File: src/dpfw_map.vh
// Purpose: Register offsets, field positions and reset values of the datapath FIFO slice.
// Assumes: Byte-wide register port with a five-bit address.
// Notes:   Definitions only; included by the core and the queue.
`ifndef DPFW_MAP_VH
`define DPFW_MAP_VH

`define DPFW_AW          5
`define DPFW_ADDR_ACC0   5'h00
`define DPFW_ADDR_ACC1   5'h01
`define DPFW_ADDR_DAT0   5'h02
`define DPFW_ADDR_DAT1   5'h03
`define DPFW_ADDR_QUE0   5'h04
`define DPFW_ADDR_QUE1   5'h05
`define DPFW_ADDR_QCFG   5'h06
`define DPFW_ADDR_QCTL   5'h07
`define DPFW_ADDR_STAT   5'h08
`define DPFW_ADDR_OSEL0  5'h09
`define DPFW_ADDR_OSEL1  5'h0a
`define DPFW_ADDR_OSEL2  5'h0b
`define DPFW_ADDR_OCOMB  5'h0c
`define DPFW_ADDR_DCFG   5'h10

// Queue configuration register fields.
`define DPFW_QCFG_DIR0   1:0
`define DPFW_QCFG_DIR1   3:2
`define DPFW_QCFG_SGL0   4
`define DPFW_QCFG_SGL1   5
`define DPFW_QCFG_EDGE   6
`define DPFW_QCFG_FAST   7
// Queue control register fields.
`define DPFW_QCTL_CAP    0
`define DPFW_QCTL_LVL0   1
`define DPFW_QCTL_LVL1   2
`define DPFW_QCTL_POL0   3
`define DPFW_QCTL_POL1   4
`define DPFW_QCTL_CHAIN  5
`define DPFW_QCTL_SYNC   7:6

// Queue direction codes.
`define DPFW_DIR_BUS     2'h0
`define DPFW_DIR_ACC0    2'h1
`define DPFW_DIR_ACC1    2'h2
`define DPFW_DIR_ALU     2'h3
// Status synchronisation codes.
`define DPFW_SYNC_NONE   2'h0
`define DPFW_SYNC_ONE    2'h1
// Accumulator source codes in a dynamic configuration word.
`define DPFW_SRC_ALU     2'h0
`define DPFW_SRC_DAT     2'h1
`define DPFW_SRC_QUE     2'h2
`define DPFW_SRC_PAR     2'h3

`define DPFW_RST_BYTE    8'h00
`define DPFW_QDEPTH      3'h4
`define DPFW_QHALF       3'h2

`endif

File: src/dpfw_core.v
// Purpose: Datapath working registers, two queues, output multiplexing and register port.
// Assumes: mclk is the high-frequency system clock; the datapath clock arrives as
//          rise and fall tick inputs synchronous to mclk.
// Notes:   The ALU lives outside; it receives the current dynamic word and the
//          accumulators and returns alu_out.
//
// Decided for this implementation: the plain strobed port and the placing of the registers.
`timescale 1ns/1ps
`include "dpfw_map.vh"
module dpfw_core (
  // Clock, reset, enable
  input  wire                  mclk,
  input  wire                  reset,
  input  wire                  ce,
  // Datapath clock ticks and sleep
  input  wire                  dp_rise,
  input  wire                  dp_fall,
  input  wire                  wakeup,
  // Register port
  input  wire [`DPFW_AW-1:0]   reg_addr,
  input  wire [7:0]            reg_wdata,
  input  wire                  reg_wr,
  input  wire                  reg_rd,
  output reg  [7:0]            reg_rdata,
  // Routed inputs
  input  wire [2:0]            cfg_addr,
  input  wire                  dat0_load,
  input  wire                  dat1_load,
  input  wire                  queue_load_strobe0,
  input  wire                  queue_load_strobe1,
  input  wire                  shift_in,
  input  wire                  carry_in,
  input  wire [7:0]            par_in,
  // ALU link
  input  wire [7:0]            alu_out,
  output wire [7:0]            dyn_word,
  output wire [7:0]            acc0_out,
  output wire [7:0]            acc1_out,
  // Capture chain
  input  wire                  cap0_chain_in,
  input  wire                  cap1_chain_in,
  output wire                  cap0_chain_out,
  output wire                  cap1_chain_out,
  // Routed outputs
  output wire [5:0]            dp_out
);
  reg  [7:0] acc0_q, acc1_q, dat0_q, dat1_q;
  reg  [7:0] qcfg_q, qctl_q, ocomb_q;
  reg  [3:0] stat_q;
  reg  [7:0] osel_q [0:2];
  reg  [7:0] dcfg_q [0:7];
  reg  [5:0] dpout_q;
  // Edge history resets low, like an idle strobe, so no false edge follows reset.
  reg  [1:0] ld_prev_q;
  // One-stage mode reads the first stage on purpose; its source is synchronous to mclk.
  reg  [3:0] sync1_q, sync2_q;
  reg  [7:0] rdata_d;
  integer    i;

  // Picks one of the sixteen internal signals.
  function sig_pick;
    input [15:0] sigs;
    input [3:0]  sel;
    begin
      sig_pick = sigs[sel];
    end
  endfunction

  // Bus-side status: room (input) or data (output), one byte or half.
  function bus_stat;
    input       in_dir;
    input       lvl;
    input [2:0] cnt;
    begin
      if (in_dir)
        bus_stat = lvl ? (cnt <= `DPFW_QDEPTH - `DPFW_QHALF) : (cnt < `DPFW_QDEPTH);
      else
        bus_stat = lvl ? (cnt >= `DPFW_QHALF) : (cnt != 3'h0);
    end
  endfunction

  wire [1:0] dir0 = qcfg_q[`DPFW_QCFG_DIR0];
  wire [1:0] dir1 = qcfg_q[`DPFW_QCFG_DIR1];
  wire       in0  = (dir0 == `DPFW_DIR_BUS);
  wire       in1  = (dir1 == `DPFW_DIR_BUS);
  wire       sgl0 = qcfg_q[`DPFW_QCFG_SGL0];
  wire       sgl1 = qcfg_q[`DPFW_QCFG_SGL1];

  wire wr_hit = reg_wr & ce;
  wire rd_hit = reg_rd & ce;

  // The dynamic word is applied combinationally so the ALU sees it this cycle.
  assign dyn_word = dcfg_q[cfg_addr];
  wire       a0_we  = dyn_word[0];
  wire [1:0] a0_src = dyn_word[2:1];
  wire       a1_we  = dyn_word[3];
  wire [1:0] a1_src = dyn_word[5:4];

  // Software capture, locally or from the chain below.
  wire cap_en  = qctl_q[`DPFW_QCTL_CAP];
  wire chain   = qctl_q[`DPFW_QCTL_CHAIN];
  wire cap0_rq = (rd_hit & (reg_addr == `DPFW_ADDR_ACC0)) | (chain & cap0_chain_in);
  wire cap1_rq = (rd_hit & (reg_addr == `DPFW_ADDR_ACC1)) | (chain & cap1_chain_in);
  assign cap0_chain_out = chain & cap0_rq;
  assign cap1_chain_out = chain & cap1_rq;
  wire swcap0 = cap_en & ~in0 & cap0_rq;
  wire swcap1 = cap_en & ~in1 & cap1_rq;

  // Load sampling: fast mode samples every system clock, else the chosen phase.
  wire fast  = qcfg_q[`DPFW_QCFG_FAST];
  wire edgem = qcfg_q[`DPFW_QCFG_EDGE];
  wire smp0  = fast | (qctl_q[`DPFW_QCTL_POL0] ? dp_fall : dp_rise);
  wire smp1  = fast | (qctl_q[`DPFW_QCTL_POL1] ? dp_fall : dp_rise);
  // Edge mode needs the strobe low at one sample before the next capture.
  wire ld0 = smp0 & queue_load_strobe0 & ~(edgem & ld_prev_q[0]);
  wire ld1 = smp1 & queue_load_strobe1 & ~(edgem & ld_prev_q[1]);

  // Source of an output-direction queue.
  wire [7:0] src0 = (dir0 == `DPFW_DIR_ACC0) ? acc0_q :
                    (dir0 == `DPFW_DIR_ACC1) ? acc1_q : alu_out;
  wire [7:0] src1 = (dir1 == `DPFW_DIR_ACC0) ? acc0_q :
                    (dir1 == `DPFW_DIR_ACC1) ? acc1_q : alu_out;

  wire bus_w0 = wr_hit & (reg_addr == `DPFW_ADDR_QUE0);
  wire bus_w1 = wr_hit & (reg_addr == `DPFW_ADDR_QUE1);
  wire bus_r0 = rd_hit & (reg_addr == `DPFW_ADDR_QUE0);
  wire bus_r1 = rd_hit & (reg_addr == `DPFW_ADDR_QUE1);

  // Input queues feed the datapath; output queues feed the bus.
  wire push0 = in0 ? bus_w0 : (ld0 | swcap0);
  wire push1 = in1 ? bus_w1 : (ld1 | swcap1);
  wire [7:0] pdat0 = in0 ? reg_wdata : src0;
  wire [7:0] pdat1 = in1 ? reg_wdata : src1;
  wire acc0_fq = a0_we & (a0_src == `DPFW_SRC_QUE);
  wire acc1_fq = a1_we & (a1_src == `DPFW_SRC_QUE);
  wire pop0  = in0 ? (dat0_load | acc0_fq) : bus_r0;
  wire pop1  = in1 ? (dat1_load | acc1_fq) : bus_r1;

  wire [7:0] head0, head1;
  wire [2:0] cnt0, cnt1;
  wire       ovr0, ovr1, und0, und1;

  dpfw_queue u_queue0 (
    .mclk      (mclk),
    .reset     (reset),
    .ce        (ce),
    .clear     (wakeup),
    .single    (sgl0),
    .push      (push0),
    .push_data (pdat0),
    .pop       (pop0),
    .head      (head0),
    .count     (cnt0),
    .overrun   (ovr0),
    .underrun  (und0)
  );

  dpfw_queue u_queue1 (
    .mclk      (mclk),
    .reset     (reset),
    .ce        (ce),
    .clear     (wakeup),
    .single    (sgl1),
    .push      (push1),
    .push_data (pdat1),
    .pop       (pop1),
    .head      (head1),
    .count     (cnt1),
    .overrun   (ovr1),
    .underrun  (und1)
  );

  // Status, forced low in single-buffer mode.
  wire q0_bus = ~sgl0 & bus_stat(in0, qctl_q[`DPFW_QCTL_LVL0], cnt0);
  wire q1_bus = ~sgl1 & bus_stat(in1, qctl_q[`DPFW_QCTL_LVL1], cnt1);
  wire q0_blk = ~sgl0 & (in0 ? (cnt0 == 3'h0) : (cnt0 == `DPFW_QDEPTH));
  wire q1_blk = ~sgl1 & (in1 ? (cnt1 == 3'h0) : (cnt1 == `DPFW_QDEPTH));
  wire [3:0] qstat_raw = {q1_blk, q1_bus, q0_blk, q0_bus};
  wire [1:0] sync_md   = qctl_q[`DPFW_QCTL_SYNC];
  wire [3:0] qstat = (sync_md == `DPFW_SYNC_NONE) ? qstat_raw :
                     (sync_md == `DPFW_SYNC_ONE)  ? sync1_q : sync2_q;
  wire qerr0 = ovr0 | und0;
  wire qerr1 = ovr1 | und1;

  // Sixteen internal condition and status signals.
  // The parallel input is not among them: it reaches the accumulators through
  // their source select, and all sixteen selects are already spent on
  // conditions and status.
  wire [15:0] int_sig = {
    qerr1,
    qerr0,
    acc1_q < dat1_q,
    acc0_q < dat0_q,
    carry_in & (acc0_q == 8'hff),
    acc0_q[7] ^ shift_in,
    qstat,
    acc1_q == 8'hff,
    acc0_q == 8'hff,
    acc1_q == 8'h00,
    acc0_q == 8'h00,
    acc1_q == dat1_q,
    acc0_q == dat0_q
  };

  wire [5:0] dp_comb;
  genvar g;
  generate
    for (g = 0; g < 6; g = g + 1) begin : g_out
      wire [7:0] sel_byte = osel_q[g / 2];
      assign dp_comb[g] = sig_pick(int_sig, (g % 2 == 0) ? sel_byte[3:0] : sel_byte[7:4]);
      assign dp_out[g]  = ocomb_q[g] ? dp_comb[g] : dpout_q[g];
    end
  endgenerate

  assign acc0_out = acc0_q;
  assign acc1_out = acc1_q;

  // Accumulator next values from the dynamic word.
  function [7:0] acc_next;
    input [1:0] src;
    input [7:0] alu, dat, que, par;
    begin
      case (src)
        `DPFW_SRC_ALU: acc_next = alu;
        `DPFW_SRC_DAT: acc_next = dat;
        `DPFW_SRC_QUE: acc_next = que;
        default:       acc_next = par;
      endcase
    end
  endfunction

  always @(posedge mclk or posedge reset) begin
    if (reset) begin
      acc0_q    <= `DPFW_RST_BYTE;
      acc1_q    <= `DPFW_RST_BYTE;
      dat0_q    <= `DPFW_RST_BYTE;
      dat1_q    <= `DPFW_RST_BYTE;
      qcfg_q    <= 8'h00;
      qctl_q    <= 8'h00;
      ocomb_q   <= 8'h00;
      stat_q    <= 4'h0;
      dpout_q   <= 6'h00;
      ld_prev_q <= 2'h0;
      sync1_q   <= 4'h0;
      sync2_q   <= 4'h0;
      reg_rdata <= 8'h00;
      for (i = 0; i < 3; i = i + 1) osel_q[i] <= 8'h00;
      for (i = 0; i < 8; i = i + 1) dcfg_q[i] <= 8'h00;
    end else if (ce) begin
      reg_rdata <= rdata_d;
      dpout_q   <= dp_comb;
      if (smp0) ld_prev_q[0] <= queue_load_strobe0;
      if (smp1) ld_prev_q[1] <= queue_load_strobe1;
      if (dp_rise) begin
        sync1_q <= qstat_raw;
        sync2_q <= sync1_q;
      end
      // Sticky errors; a new event wins over a write-one clear.
      stat_q[3:0] <= (stat_q[3:0] & ~({4{wr_hit & (reg_addr == `DPFW_ADDR_STAT)}}
                     & reg_wdata[3:0])) | {und1, ovr1, und0, ovr0};
      if (wakeup) begin
        acc0_q <= `DPFW_RST_BYTE;
        acc1_q <= `DPFW_RST_BYTE;
      end else begin
        if (wr_hit & (reg_addr == `DPFW_ADDR_ACC0)) acc0_q <= reg_wdata;
        else if (a0_we) acc0_q <= acc_next(a0_src, alu_out, dat0_q, head0, par_in);
        if (wr_hit & (reg_addr == `DPFW_ADDR_ACC1)) acc1_q <= reg_wdata;
        else if (a1_we) acc1_q <= acc_next(a1_src, alu_out, dat1_q, head1, par_in);
      end
      // Data registers ignore wakeup so they survive sleep.
      if (wr_hit & (reg_addr == `DPFW_ADDR_DAT0)) dat0_q <= reg_wdata;
      else if (dat0_load) dat0_q <= head0;
      if (wr_hit & (reg_addr == `DPFW_ADDR_DAT1)) dat1_q <= reg_wdata;
      else if (dat1_load) dat1_q <= head1;
      if (wr_hit) begin
        case (reg_addr)
          `DPFW_ADDR_QCFG:  qcfg_q    <= reg_wdata;
          `DPFW_ADDR_QCTL:  qctl_q    <= reg_wdata;
          `DPFW_ADDR_OSEL0: osel_q[0] <= reg_wdata;
          `DPFW_ADDR_OSEL1: osel_q[1] <= reg_wdata;
          `DPFW_ADDR_OSEL2: osel_q[2] <= reg_wdata;
          `DPFW_ADDR_OCOMB: ocomb_q   <= {2'h0, reg_wdata[5:0]};
          default: begin
            // Only eight dynamic words exist; the rest of the upper half is
            // left unmapped rather than aliased onto them.
            if (reg_addr[4:3] == 2'h2) dcfg_q[reg_addr[2:0]] <= reg_wdata;
          end
        endcase
      end
    end
  end

  // Read mux; a queue read returns its head, which pops in output mode.
  always @* begin
    rdata_d = 8'h00;
    if (rd_hit) begin
      case (reg_addr)
        `DPFW_ADDR_ACC0:  rdata_d = acc0_q;
        `DPFW_ADDR_ACC1:  rdata_d = acc1_q;
        `DPFW_ADDR_DAT0:  rdata_d = dat0_q;
        `DPFW_ADDR_DAT1:  rdata_d = dat1_q;
        `DPFW_ADDR_QUE0:  rdata_d = head0;
        `DPFW_ADDR_QUE1:  rdata_d = head1;
        `DPFW_ADDR_QCFG:  rdata_d = qcfg_q;
        `DPFW_ADDR_QCTL:  rdata_d = qctl_q;
        `DPFW_ADDR_STAT:  rdata_d = {qstat_raw, stat_q[3:0]};
        `DPFW_ADDR_OSEL0: rdata_d = osel_q[0];
        `DPFW_ADDR_OSEL1: rdata_d = osel_q[1];
        `DPFW_ADDR_OSEL2: rdata_d = osel_q[2];
        `DPFW_ADDR_OCOMB: rdata_d = ocomb_q;
        default: begin
          // Unmapped addresses read zero, so software can probe safely.
          if (reg_addr[4:3] == 2'h2) rdata_d = dcfg_q[reg_addr[2:0]];
        end
      endcase
    end
  end
endmodule // dpfw_core

File: src/dpfw_queue.v
// Purpose: Four-byte queue with single-buffer option and overrun/underrun flags.
// Assumes: One clock; push and pop are one-cycle requests qualified by ce.
// Notes:   A refused push or pop leaves entries and pointers untouched.
`timescale 1ns/1ps
`include "dpfw_map.vh"
module dpfw_queue (
  // Clock and reset
  input  wire       mclk,
  input  wire       reset,
  input  wire       ce,
  input  wire       clear,
  // Mode
  input  wire       single,
  // Requests
  input  wire       push,
  input  wire [7:0] push_data,
  input  wire       pop,
  // State
  output wire [7:0] head,
  output wire [2:0] count,
  output wire       overrun,
  output wire       underrun
);
  reg [7:0] mem_q [0:3];
  reg [1:0] wptr_q;
  reg [1:0] rptr_q;
  reg [2:0] cnt_q;
  integer   i;

  wire full  = (cnt_q == `DPFW_QDEPTH);
  wire empty = (cnt_q == 3'h0);
  wire do_push = push & (single | ~full);
  wire do_pop  = pop & ~single & ~empty;

  assign head     = mem_q[rptr_q];
  assign count    = single ? 3'h0 : cnt_q;
  assign overrun  = push & ~single & full;
  assign underrun = pop & ~single & empty;

  always @(posedge mclk or posedge reset) begin
    if (reset) begin
      wptr_q <= 2'h0;
      rptr_q <= 2'h0;
      cnt_q  <= 3'h0;
      for (i = 0; i < 4; i = i + 1) mem_q[i] <= `DPFW_RST_BYTE;
    end else if (ce) begin
      if (clear) begin
        wptr_q <= 2'h0;
        rptr_q <= 2'h0;
        cnt_q  <= 3'h0;
        for (i = 0; i < 4; i = i + 1) mem_q[i] <= `DPFW_RST_BYTE;
      end else if (single) begin
        if (push) mem_q[rptr_q] <= push_data;
      end else begin
        if (do_push) begin
          mem_q[wptr_q] <= push_data;
          wptr_q        <= wptr_q + 2'h1;
        end
        if (do_pop) rptr_q <= rptr_q + 2'h1;
        if (do_push & ~do_pop) cnt_q <= cnt_q + 3'h1;
        else if (do_pop & ~do_push) cnt_q <= cnt_q - 3'h1;
      end
    end
  end
endmodule // dpfw_queue

File: config.mk
export PLATFORM = sky130hd
export DESIGN_NAME = dpfw_core
export DESIGN_NICKNAME = d
export VERILOG_FILES = /design/src/dpfw_core.v /design/src/dpfw_queue.v
export VERILOG_INCLUDE_DIRS = /design/src
export SDC_FILE = /design/constraint.sdc
export NUM_CORES = 1
export LEC_CHECK = 0
export BUFFER_PORTS_ARGS = -buffer_cell sky130_fd_sc_hd__clkbuf_2
export CAP_MARGIN = 20
export CELL_PAD_IN_SITES_DETAIL_PLACEMENT = 1
export CELL_PAD_IN_SITES_GLOBAL_PLACEMENT = 1
export CORE_MARGIN = 2
export CORE_UTILIZATION = 50
export DETAILED_ROUTE_END_ITERATION = 8
export HOLD_SLACK_MARGIN = 0.02
export PLACE_DENSITY_LB_ADDON = 0.1
export SLEW_MARGIN = 40
export SYNTH_ARGS = -nofsm -noshare
export SYNTH_HDL_FRONTEND = slang
export SYNTH_HIERARCHICAL = 1
export SYNTH_SLANG_ARGS = --single-unit
File: constraint.sdc
create_clock -name mclk -period 6.5 [get_ports mclk]
set_clock_uncertainty 0.05 [all_clocks]
set_input_delay 0.325 -clock mclk [delete_from_list [all_inputs] [get_ports mclk]]
set_output_delay 0.325 -clock mclk [all_outputs]
set_load 0.1 [all_outputs]
==> results of run 1 <==
==> worst paths after layout <==
check | startpoint | endpoint | slack [ps] | cells past startpoint
worst min register to register | reg_rdata[3]$_DFFE_PP0P_ | reg_rdata[3]$_DFFE_PP0P_ | 430 | 1
max in group asynchronous | reset | dpout_q[1]$_DFFE_PP0P_ | 4790 | 4
min in group asynchronous | reset | dat1_q[6]$_DFFE_PP0P_ | 450 | 3
worst min-delay path | par_in[3] | acc0_out[3]$_DFFE_PP0P_ | 160 | 4
worst max register to register | dcfg_q[5]$_DFFE_PP0P_ | dpout_q[1]$_DFFE_PP0P_ | 2620 | 13
worst max-delay path | dcfg_q[5]$_DFFE_PP0P_ | dp_out[1] | 1500 | 14
==> power by group <==
group | switching, mW | internal, mW | total [mW]
clock | 0.685 | 1.11 | 1.80
combinational | 1.30 | 0.650 | 1.95
sequential | 0.353 | 1.75 | 2.10
total | 2.34 | 3.51 | 5.85
==> cell type report <==
type | instances | share of cell area (%)
timing repair buffer | 105 | 3.31
inverter | 67 | 1.48
antenna | 1 | 0.0143
clock inverter | 10 | 1.09
sequential | 248 | 35.5
clock buffer | 42 | 4.90
multi-input combinational | 1044 | 50.8
tap | 402 | 2.88
==> repair_timing <==
action / CTS / global route
hold buffers: 3 / 0
setup buffers: 0 / 0
setup endpoints to repair: 0 / 0
hold endpoints to repair: 178 / 0
==> metal layers <==
metal  up-vias  track usage [%]
met5         -                0
met4         0             14.2
met3       190             6.64
met2       746             57.8
met1      7079             49.9
li1       5675                -
==> cell usage after synthesis (23+ instances only) <==
| library cell | number | share of area [%] |
|---|---|---|
| sky130_fd_sc_hd__dfrtp_1 | 248 | 39 |
| sky130_fd_sc_hd__mux2_2 | 108 | 7.7 |
| sky130_fd_sc_hd__nand2_1 | 105 | 2.5 |
| sky130_fd_sc_hd__nor2_1 | 92 | 2.2 |
| sky130_fd_sc_hd__a22o_1 | 74 | 4.1 |
| sky130_fd_sc_hd__inv_1 | 66 | 1.6 |
| sky130_fd_sc_hd__mux2i_1 | 65 | 4.1 |
| sky130_fd_sc_hd__mux4_2 | 57 | 8.1 |
| sky130_fd_sc_hd__a21oi_1 | 54 | 1.7 |
| sky130_fd_sc_hd__clkbuf_1 | 49 | 1.2 |
| sky130_fd_sc_hd__nor3_1 | 42 | 1.3 |
| sky130_fd_sc_hd__o21ai_0 | 38 | 1.2 |
| sky130_fd_sc_hd__ha_1 | 32 | 2.5 |
| sky130_fd_sc_hd__nand3_1 | 26 | 0.83 |
| sky130_fd_sc_hd__a211oi_1 | 23 | 1.1 |
| sky130_fd_sc_hd__o31ai_1 | 23 | 1.1 |
==> state kept, by name (all words and copies together) (netlist names), 4 cells and up <==
register,flops
u_queue1/mem_q,32
u_queue0/mem_q,32
acc0_out,8
dat1_q,8
qcfg_q,8
reg_rdata,8
ocomb_q,6
acc1_out,8
g_out.sel_byte,24
qctl_q,8
stat_q,4
sync1_q,4
dpout_q,6
dcfg_q,64
dat0_q,8
sync2_q,4
==> cells by family (layout without fill, tap and decap cells) <==
family	after synthesis	after routing
AND/OR/NAND/NOR	388	388
AO/OA/AOI/OAI	375	375
flip-flops	248	248
multiplexers	244	244
buffers and inverters	161	224
adder cells (fa/ha/maj)	34	34
XOR/XNOR	3	3
other	0	1
==> worst max-delay path, delay by kind of cell (launching register included) <==
family / cells / cell delay, ps
AO/OA/AOI/OAI: 6 / 1260
buffers and inverters: 3 / 820
flip-flops: 1 / 400
multiplexers: 2 / 660
AND/OR/NAND/NOR: 3 / 910
==> through the flow <==
stage / std cells / cell area, µm² / util, % / hold WS [ps]
after floorplan: 1453 / 15800 / - / 411
after global placement: 1862 / 16300 / 52.2 / 426
after detailed placement: 1862 / 16400 / 52.3 / 426
after CTS: 1917 / 17500 / 55.8 / 152
after global routing: 1918 / 17500 / 55.8 / 184
final: 1919 / 17500 / 55.8 / 161
==> run summary, run 1 <==
===============================================================================================
Max Used Layer                                                                             met4
Floorplan Core Area                                                                  31,300 µm²
Number of library cell types mapped by synthesis                                             80
Multi-input logic area                                                                 8880 µm²
Worst Path Class, Setup                                                                 reg2out
Floorplan die height                                                                     182 µm
CTS root buf                                                                       sky130_fd_sc_hd__clkbuf_16
Boundary pin count                                                                           88
Synth Instances                                                                           1,453
Total global routing overflow                                                                 0
Number of synthesized flops with an enable pin                                                0
Least-Margin Pin Slew                                                                    835 ps
Initial Util                                                                              50.3%
Count of input and output buffers                                                            87
Routed WL                                                                               59.7 mm
Number of global-route vias before repair                                                14,100
Routed length on met1                                                                   24.4 mm
Leading register cell type out of synthesis                                        sky130_fd_sc_hd__dfrtp_1
Commonest cells after routing, fill and taps aside                                 sky130_fd_sc_hd__dfrtp_1 (247), sky130_fd_sc_hd__mux2_2 (108), sky130_fd_sc_hd__nand2_1 (105)
Mean routed wirelength per cell                                                         31.1 µm
Layout Area Growth over Synthesis                                                         11.0%
Achievable frequency                                                                    200 MHz
Seq/Total Area, Yosys                                                                     39.4%
Most common library cell in the layout ignoring fill and taps                      sky130_fd_sc_hd__dfrtp_1
Startpoint type of the worst setup path                                               flip-flop
Clock input transition at the sequential cells of the worst setup and hold paths          60 ps
Post-Syn Area                                                                        15,800 µm²
Sum of negative setup slack                                                                0 ps
Initial antenna violation count                                                               2
First-pass DRT Iterations                                                                     6
Maximum clock path buffer count                                                               3
Remaining max-slew budget at the tightest pin                                             44.4%
Die Footprint                                                                        32,900 µm²
Met2 WL                                                                                 27.5 mm
Number of storage elements in the synthesis netlist                                         248
Areal power density over the cells                                                   335 nW/µm²
Std cell rows                                                                                65
Chain of cells forming the critical path                                           mux4_2, mux2i_4, buf_4, inv_1, a31oi_1, o21ai_0, nand2b_1, nor4_1, nor2_1, a21oi_1, o221a_2, o31ai_1, o221ai_1, clkbuf_2
Insertion delay of the later-clocked pin in the worst-skew pair                          570 ps
Worst stage delay on the critical path                                                   630 ps
Worst setup EP type                                                                  output pin
Post-synthesis average cell area                                                       10.8 µm²
Global-route wire length before repair                                                  90.5 mm
Initial DRC count                                                                         1,570
Worst slack after detailed placement                                                    1770 ps
TritonCTS Buffers                                                                            30
Horiz. Die Dim                                                                           182 µm
Number of clock sinks                                                                       248
Largest net degree at the start of global routing                                           100
CTS tree                                                                                  built
Antenna viol nets, final                                                                      0
Gpl congestion                                                                            0.939
Worst voltage drop across the vdd grid                                                 0.237 mV
Via count normalized by instance count                                                     7.13
Share of the synthesized area in compound gates (AO/OA/AOI/OAI)                           18.5%
Adder-cell share of the synthesized area                                                  2.80%
Post-synthesis mux area share                                                             22.2%
Final Max Tran Viols                                                                          0
Final critical path time including I/O delays and setup                                 5000 ps
Count of nets after finishing                                                             1,578
Post-CTS sizing                                                                               0
Count of H-tree levels built during CTS                                                       1
Count of endpoints failing setup in the final report                                          0
Proportion of synthesized flip-flops having asynchronous set or reset                      100%
Overall global routing resource usage                                                     36.4%
Post-route setup slack                                                                  1500 ps
Simple-gate share of the synthesized area                                                 12.3%
Share of layout cells above drive strength 1                                              24.5%
Combinational family with the most area after synthesis                            multiplexers
XOR/XNOR share of the synthesized area                                                   0.167%
Arrival @ worst endpoint                                                                4630 ps
Number of maximum-capacitance violations                                                      0
Worst EP required                                                                       6120 ps
Final Hold Fails                                                                              0
Number of warnings issued by yosys                                                            6
Via total after detailed routing                                                         13,700
Area of all sequential standard cells                                                  6210 µm²
Result of the run                                                                  finished clean
Slowest CP cell                                                                    sky130_fd_sc_hd__nor2_1
Detailed-routed wire length on met3                                                     5.20 mm
Residual DRC count                                                                            0
Power after layout                                                                      5.85 mW
Leakage power                                                                           7.80 nW
Synth Net Count                                                                           1,535
RSZ-0062 raised after global routing                                                      false
Worst hold path type                                                                     in2reg
Detailed placer's ending HPWL                                                           42.2 mm
Number of fill cells                                                                      3,325
Worst Path Max Fanout                                                                        16
Final worst-path cycle share                                                              77.0%
===============================================================================================
Note: power is estimated with default switching activity, not from simulation.
==> run 2: changes to the inputs <==
--- a/config.mk
+++ b/config.mk
@@ -6,12 +6,13 @@
 export SDC_FILE = /design/constraint.sdc
 export NUM_CORES = 1
 export LEC_CHECK = 0
+export ABC_AREA = 1
 export BUFFER_PORTS_ARGS = -buffer_cell sky130_fd_sc_hd__clkbuf_2
 export CAP_MARGIN = 20
 export CELL_PAD_IN_SITES_DETAIL_PLACEMENT = 1
 export CELL_PAD_IN_SITES_GLOBAL_PLACEMENT = 1
 export CORE_MARGIN = 2
-export CORE_UTILIZATION = 50
+export CORE_UTILIZATION = 41
 export DETAILED_ROUTE_END_ITERATION = 8
 export HOLD_SLACK_MARGIN = 0.02
 export PLACE_DENSITY_LB_ADDON = 0.1
==> constraint.sdc (replaced) <==
create_clock -name mclk -period 4 [get_ports mclk]
set_clock_uncertainty 0.05 [all_clocks]
set_input_delay 0.2 -clock mclk [delete_from_list [all_inputs] [get_ports mclk]]
set_output_delay 0.2 -clock mclk [all_outputs]
set_load 0.1 [all_outputs]
==> run 2 against run 1 <==
Net effect:
- cell count rose by 53%
- critical path type unchanged
- sequential share of layout area fell by 2.4 points
- hold slack got worse by 100 ps
- die area rose by 27%
- utilization fell by 8.6 points
==> run summary, run 2 <==
===============================================================================================
Flip-flop count of the largest register after layout                                         64   unchanged
Achievable frequency                                                                    265 MHz
Most common library cell in the layout ignoring fill and taps                      sky130_fd_sc_hd__nand2_1
Cell type with the largest total area after synthesis                              sky130_fd_sc_hd__dfrtp_1
Number of storage elements in the synthesis netlist                                         248   unchanged
Number of global-route vias before repair                                                17,200   +22%
Number of synthesized flops with an enable pin                                                0   unchanged
Final design utilization                                                                  47.2%   -8.6 points
Count of nets after finishing                                                             2,464   +56%
Worst voltage drop across the vdd grid                                                 0.386 mV   +63%
Final critical path time including I/O delays and setup                                 3770 ps
Commonest cells post-synth                                                         sky130_fd_sc_hd__nand2_1 (659), sky130_fd_sc_hd__o21ai_0 (259), sky130_fd_sc_hd__inv_1 (249)
Leading register cell type out of synthesis                                        sky130_fd_sc_hd__dfrtp_1
Post-CTS Setup Bufs                                                                           0   unchanged
Result of the run                                                                  finished clean
Die Footprint                                                                        41,900 µm²   +27%
Total global routing overflow                                                                 0   unchanged
CP dominant cell by count                                                          sky130_fd_sc_hd__nand2_1
Boundary pin count                                                                           88   unchanged
Std cell rows                                                                                73   +12%
Depth of the most critical reg-to-reg path                                                   21   +8
Global-route wire length before repair                                                   105 mm   +17%
Number of clock sinks                                                                       248   unchanged
Number of fill cells                                                                      5,082   +53%
Floorplan die height                                                                     205 µm   +13%
Synth Instances                                                                           2,297   +58%
Clock input transition at the sequential cells of the worst setup and hold paths          60 ps   about the same
Area of all sequential standard cells                                                  6210 µm²   about the same
Arrival @ worst endpoint                                                                3520 ps   -1110 ps
Layout Area Growth over Synthesis                                                         13.5%
Number of cells on the worst hold path                                                        5   +1
Via count normalized by instance count                                                     5.77   -19%
Post-synthesis average cell area                                                       7.19 µm²   -34%
Routed WL                                                                               68.1 mm   +14%
Initial Util                                                                              41.6%   -8.7 points
Gpl congestion                                                                             1.02   +8.2%
Areal power density over the cells                                                   594 nW/µm²   +77%
Worst hold path type                                                                     in2reg
Number of warnings issued by yosys                                                            6   unchanged
Count of H-tree levels built during CTS                                                       1   unchanged
Most common cell in the netlist                                                    sky130_fd_sc_hd__nand2_1
Insertion delay of the later-clocked pin in the worst-skew pair                          590 ps   +20 ps
TritonCTS Buffers                                                                            30   unchanged
Worst EP required                                                                       3750 ps   -2370 ps
Seq/Total Area, Yosys                                                                     37.6%   -1.8 points
Worst stage delay on the critical path                                                   540 ps   -90 ps
Worst setup EP type                                                                  output pin
Synth top area share                                                                      37.6%   -1.8 points
RSZ-0062 raised after global routing                                                      false
Post-Syn Area                                                                        16,500 µm²   +4.9%
Number of library cell types mapped by synthesis                                             56   -30%
Count of endpoints failing setup in the final report                                          0   unchanged
Synth Net Count                                                                           2,379   +55%
Largest registers in the final layout                                              dcfg_q (64), u_queue0/mem_q (32), u_queue1/mem_q (32)
Worst Path Class, Setup                                                                 reg2out
Number of maximum-capacitance violations                                                      0   unchanged
Overall global routing resource usage                                                     33.0%   -3.4 points
Final Hold Fails                                                                              0   unchanged
Least-Margin Pin Slew                                                                    835 ps   +0.0935 ps
Power after layout                                                                      11.1 mW   +90%
Largest net degree at the start of global routing                                           115   +15%
Proportion of synthesized flip-flops having asynchronous set or reset                      100%   unchanged
Final worst-path cycle share                                                              94.3%
Floorplan Core Area                                                                  39,700 µm²   +27%
Startpoint type of the worst setup path                                               flip-flop
Via total after detailed routing                                                         16,900   +24%
Slowest CP cell                                                                    sky130_fd_sc_hd__dfrtp_1
Remaining max-slew budget at the tightest pin                                             44.3%   -0.066 points
Final Max Tran Viols                                                                          0   unchanged
CTS tree                                                                                  built
Maximum clock path buffer count                                                               3   unchanged
Largest Register                                                                         dcfg_q
Leakage power                                                                           8.95 nW   +15%
Horiz. Die Dim                                                                           205 µm   +13%
First-pass DRT Iterations                                                                     5   -1
Sum of negative setup slack                                                                0 ps   unchanged
Number of cells in the finished layout apart from fillers                                 2,931   +53%
Initial DRC count                                                                         1,358   -14%
Biggest area contributors in the synthesized netlist                               sky130_fd_sc_hd__dfrtp_1 (38%), sky130_fd_sc_hd__nand2_1 (15%), sky130_fd_sc_hd__o21ai_0 (7.8%)
Final hold slack                                                                        60.4 ps   -101 ps
Initial antenna violation count                                                               0   -2
Antenna viol nets, final                                                                      0   unchanged
Commonest cells after routing, fill and taps aside                                 sky130_fd_sc_hd__nand2_1 (659), sky130_fd_sc_hd__o21ai_0 (259), sky130_fd_sc_hd__dfrtp_1 (248)
Number of diodes                                                                              0   -1
Residual DRC count                                                                            0   unchanged
Share of layout cells above drive strength 1                                              15.2%   -9.3 points
Count of input and output buffers                                                            87   unchanged
Placed cells                                                                              2,860   +54%
Chain of cells forming the critical path                                           nor2_2, inv_1, o31ai_1, buf_4, inv_1, nor2_1, nor2_1, buf_4, nand2_1, nand3_1, nand3_1, nand3_1, nand2_1, nand2_1, nand2_1, buf_12
Detailed placer's ending HPWL                                                           50.3 mm   +19%
Multi-input logic area                                                                 8860 µm²   -0.25%
Worst Path Max Fanout                                                                        11   -5
Mean routed wirelength per cell                                                         23.2 µm   -25%
CTS root buf                                                                       sky130_fd_sc_hd__clkbuf_16
===============================================================================================
run 2: where the power goes:
part           total, mW  leakage, nW  switching [mW]  internal (mW)
registers           3.56         3.28           0.538           3.02
clock network       2.92        0.517            1.16           1.76
logic               4.65         5.15            3.38           1.27
run 2: per-stage QoR:
stage | setup slack, ps | instance area [µm²]
floorplan | 723 | 16500
global placement | 595 | 17500
detailed placement | 483 | 17500
CTS | 183 | 18700
global route | 63.1 | 18800
finish | 227 | 18800
run 2: kinds of logic (layout without fill, tap and decap cells):
group	after synthesis	count (layout)	share of synthesized area, %
simple gates	1096	1096	30.1
xor+xnor	2	2	0.106
fa+ha+maj	34	34	2.67
flops	248	248	37.6
compound gates	554	554	20.7
buf+inv	363	472	8.87
run 2: layout make-up:
class	instances	area share (%)
Clock buffer	47	5.10
Clock inverter	9	0.547
Inverter	290	5.87
Multi-Input combinational cell	1686	47.3
Sequential cell	248	33.1
Tap cell	525	3.50
Timing Repair Buffer	126	4.63
run 2: final timing paths:
| path | start | end | slack [ps] |
|---|---|---|---|
| max reg2reg | dcfg_q[25]$_DFFE_PP0P_ | u_queue0/cnt_q[2]$_DFFE_PP0P_ | 950 |
| max in group asynchronous | reset | dcfg_q[18]$_DFFE_PP0P_ | 2750 |
| min reg2reg | sync1_q[2]$_DFFE_PP0P_ | sync1_q[2]$_DFFE_PP0P_ | 430 |
| max | qcfg_q[1]$_DFFE_PP0P_ | dp_out[3] | 230 |
| min | par_in[7] | acc1_out[7]$_DFFE_PP0P_ | 60 |
| min in group asynchronous | reset | acc1_out[1]$_DFFE_PP0P_ | 190 |
run 2: critical path: cells and delay by family (launching register included):
family | cells | cell delay [ps]
and+or+nand+nor | 10 | 1240
buffers and inverters | 5 | 870
DFF | 1 | 540
AOI/OAI and AO/OA | 1 | 270
run 2: layer usage:
metal	part of all wire (%)	track usage (%)	wire length (µm)	up-vias
met1	46	47.6	31600	8511
li1	-	-	-	7719
met2	45	52.2	30600	573
met3	6.2	3.99	4230	105
met5	0	0	0	-
met4	2.5	8.49	1700	0
run 2: what timing repair did:
action,4_1_cts,5_1_grt
hold buffers,15,0
gates resized for setup,0,2
endpoints found under the setup margin,0,6
hold endpoints to repair,107,0
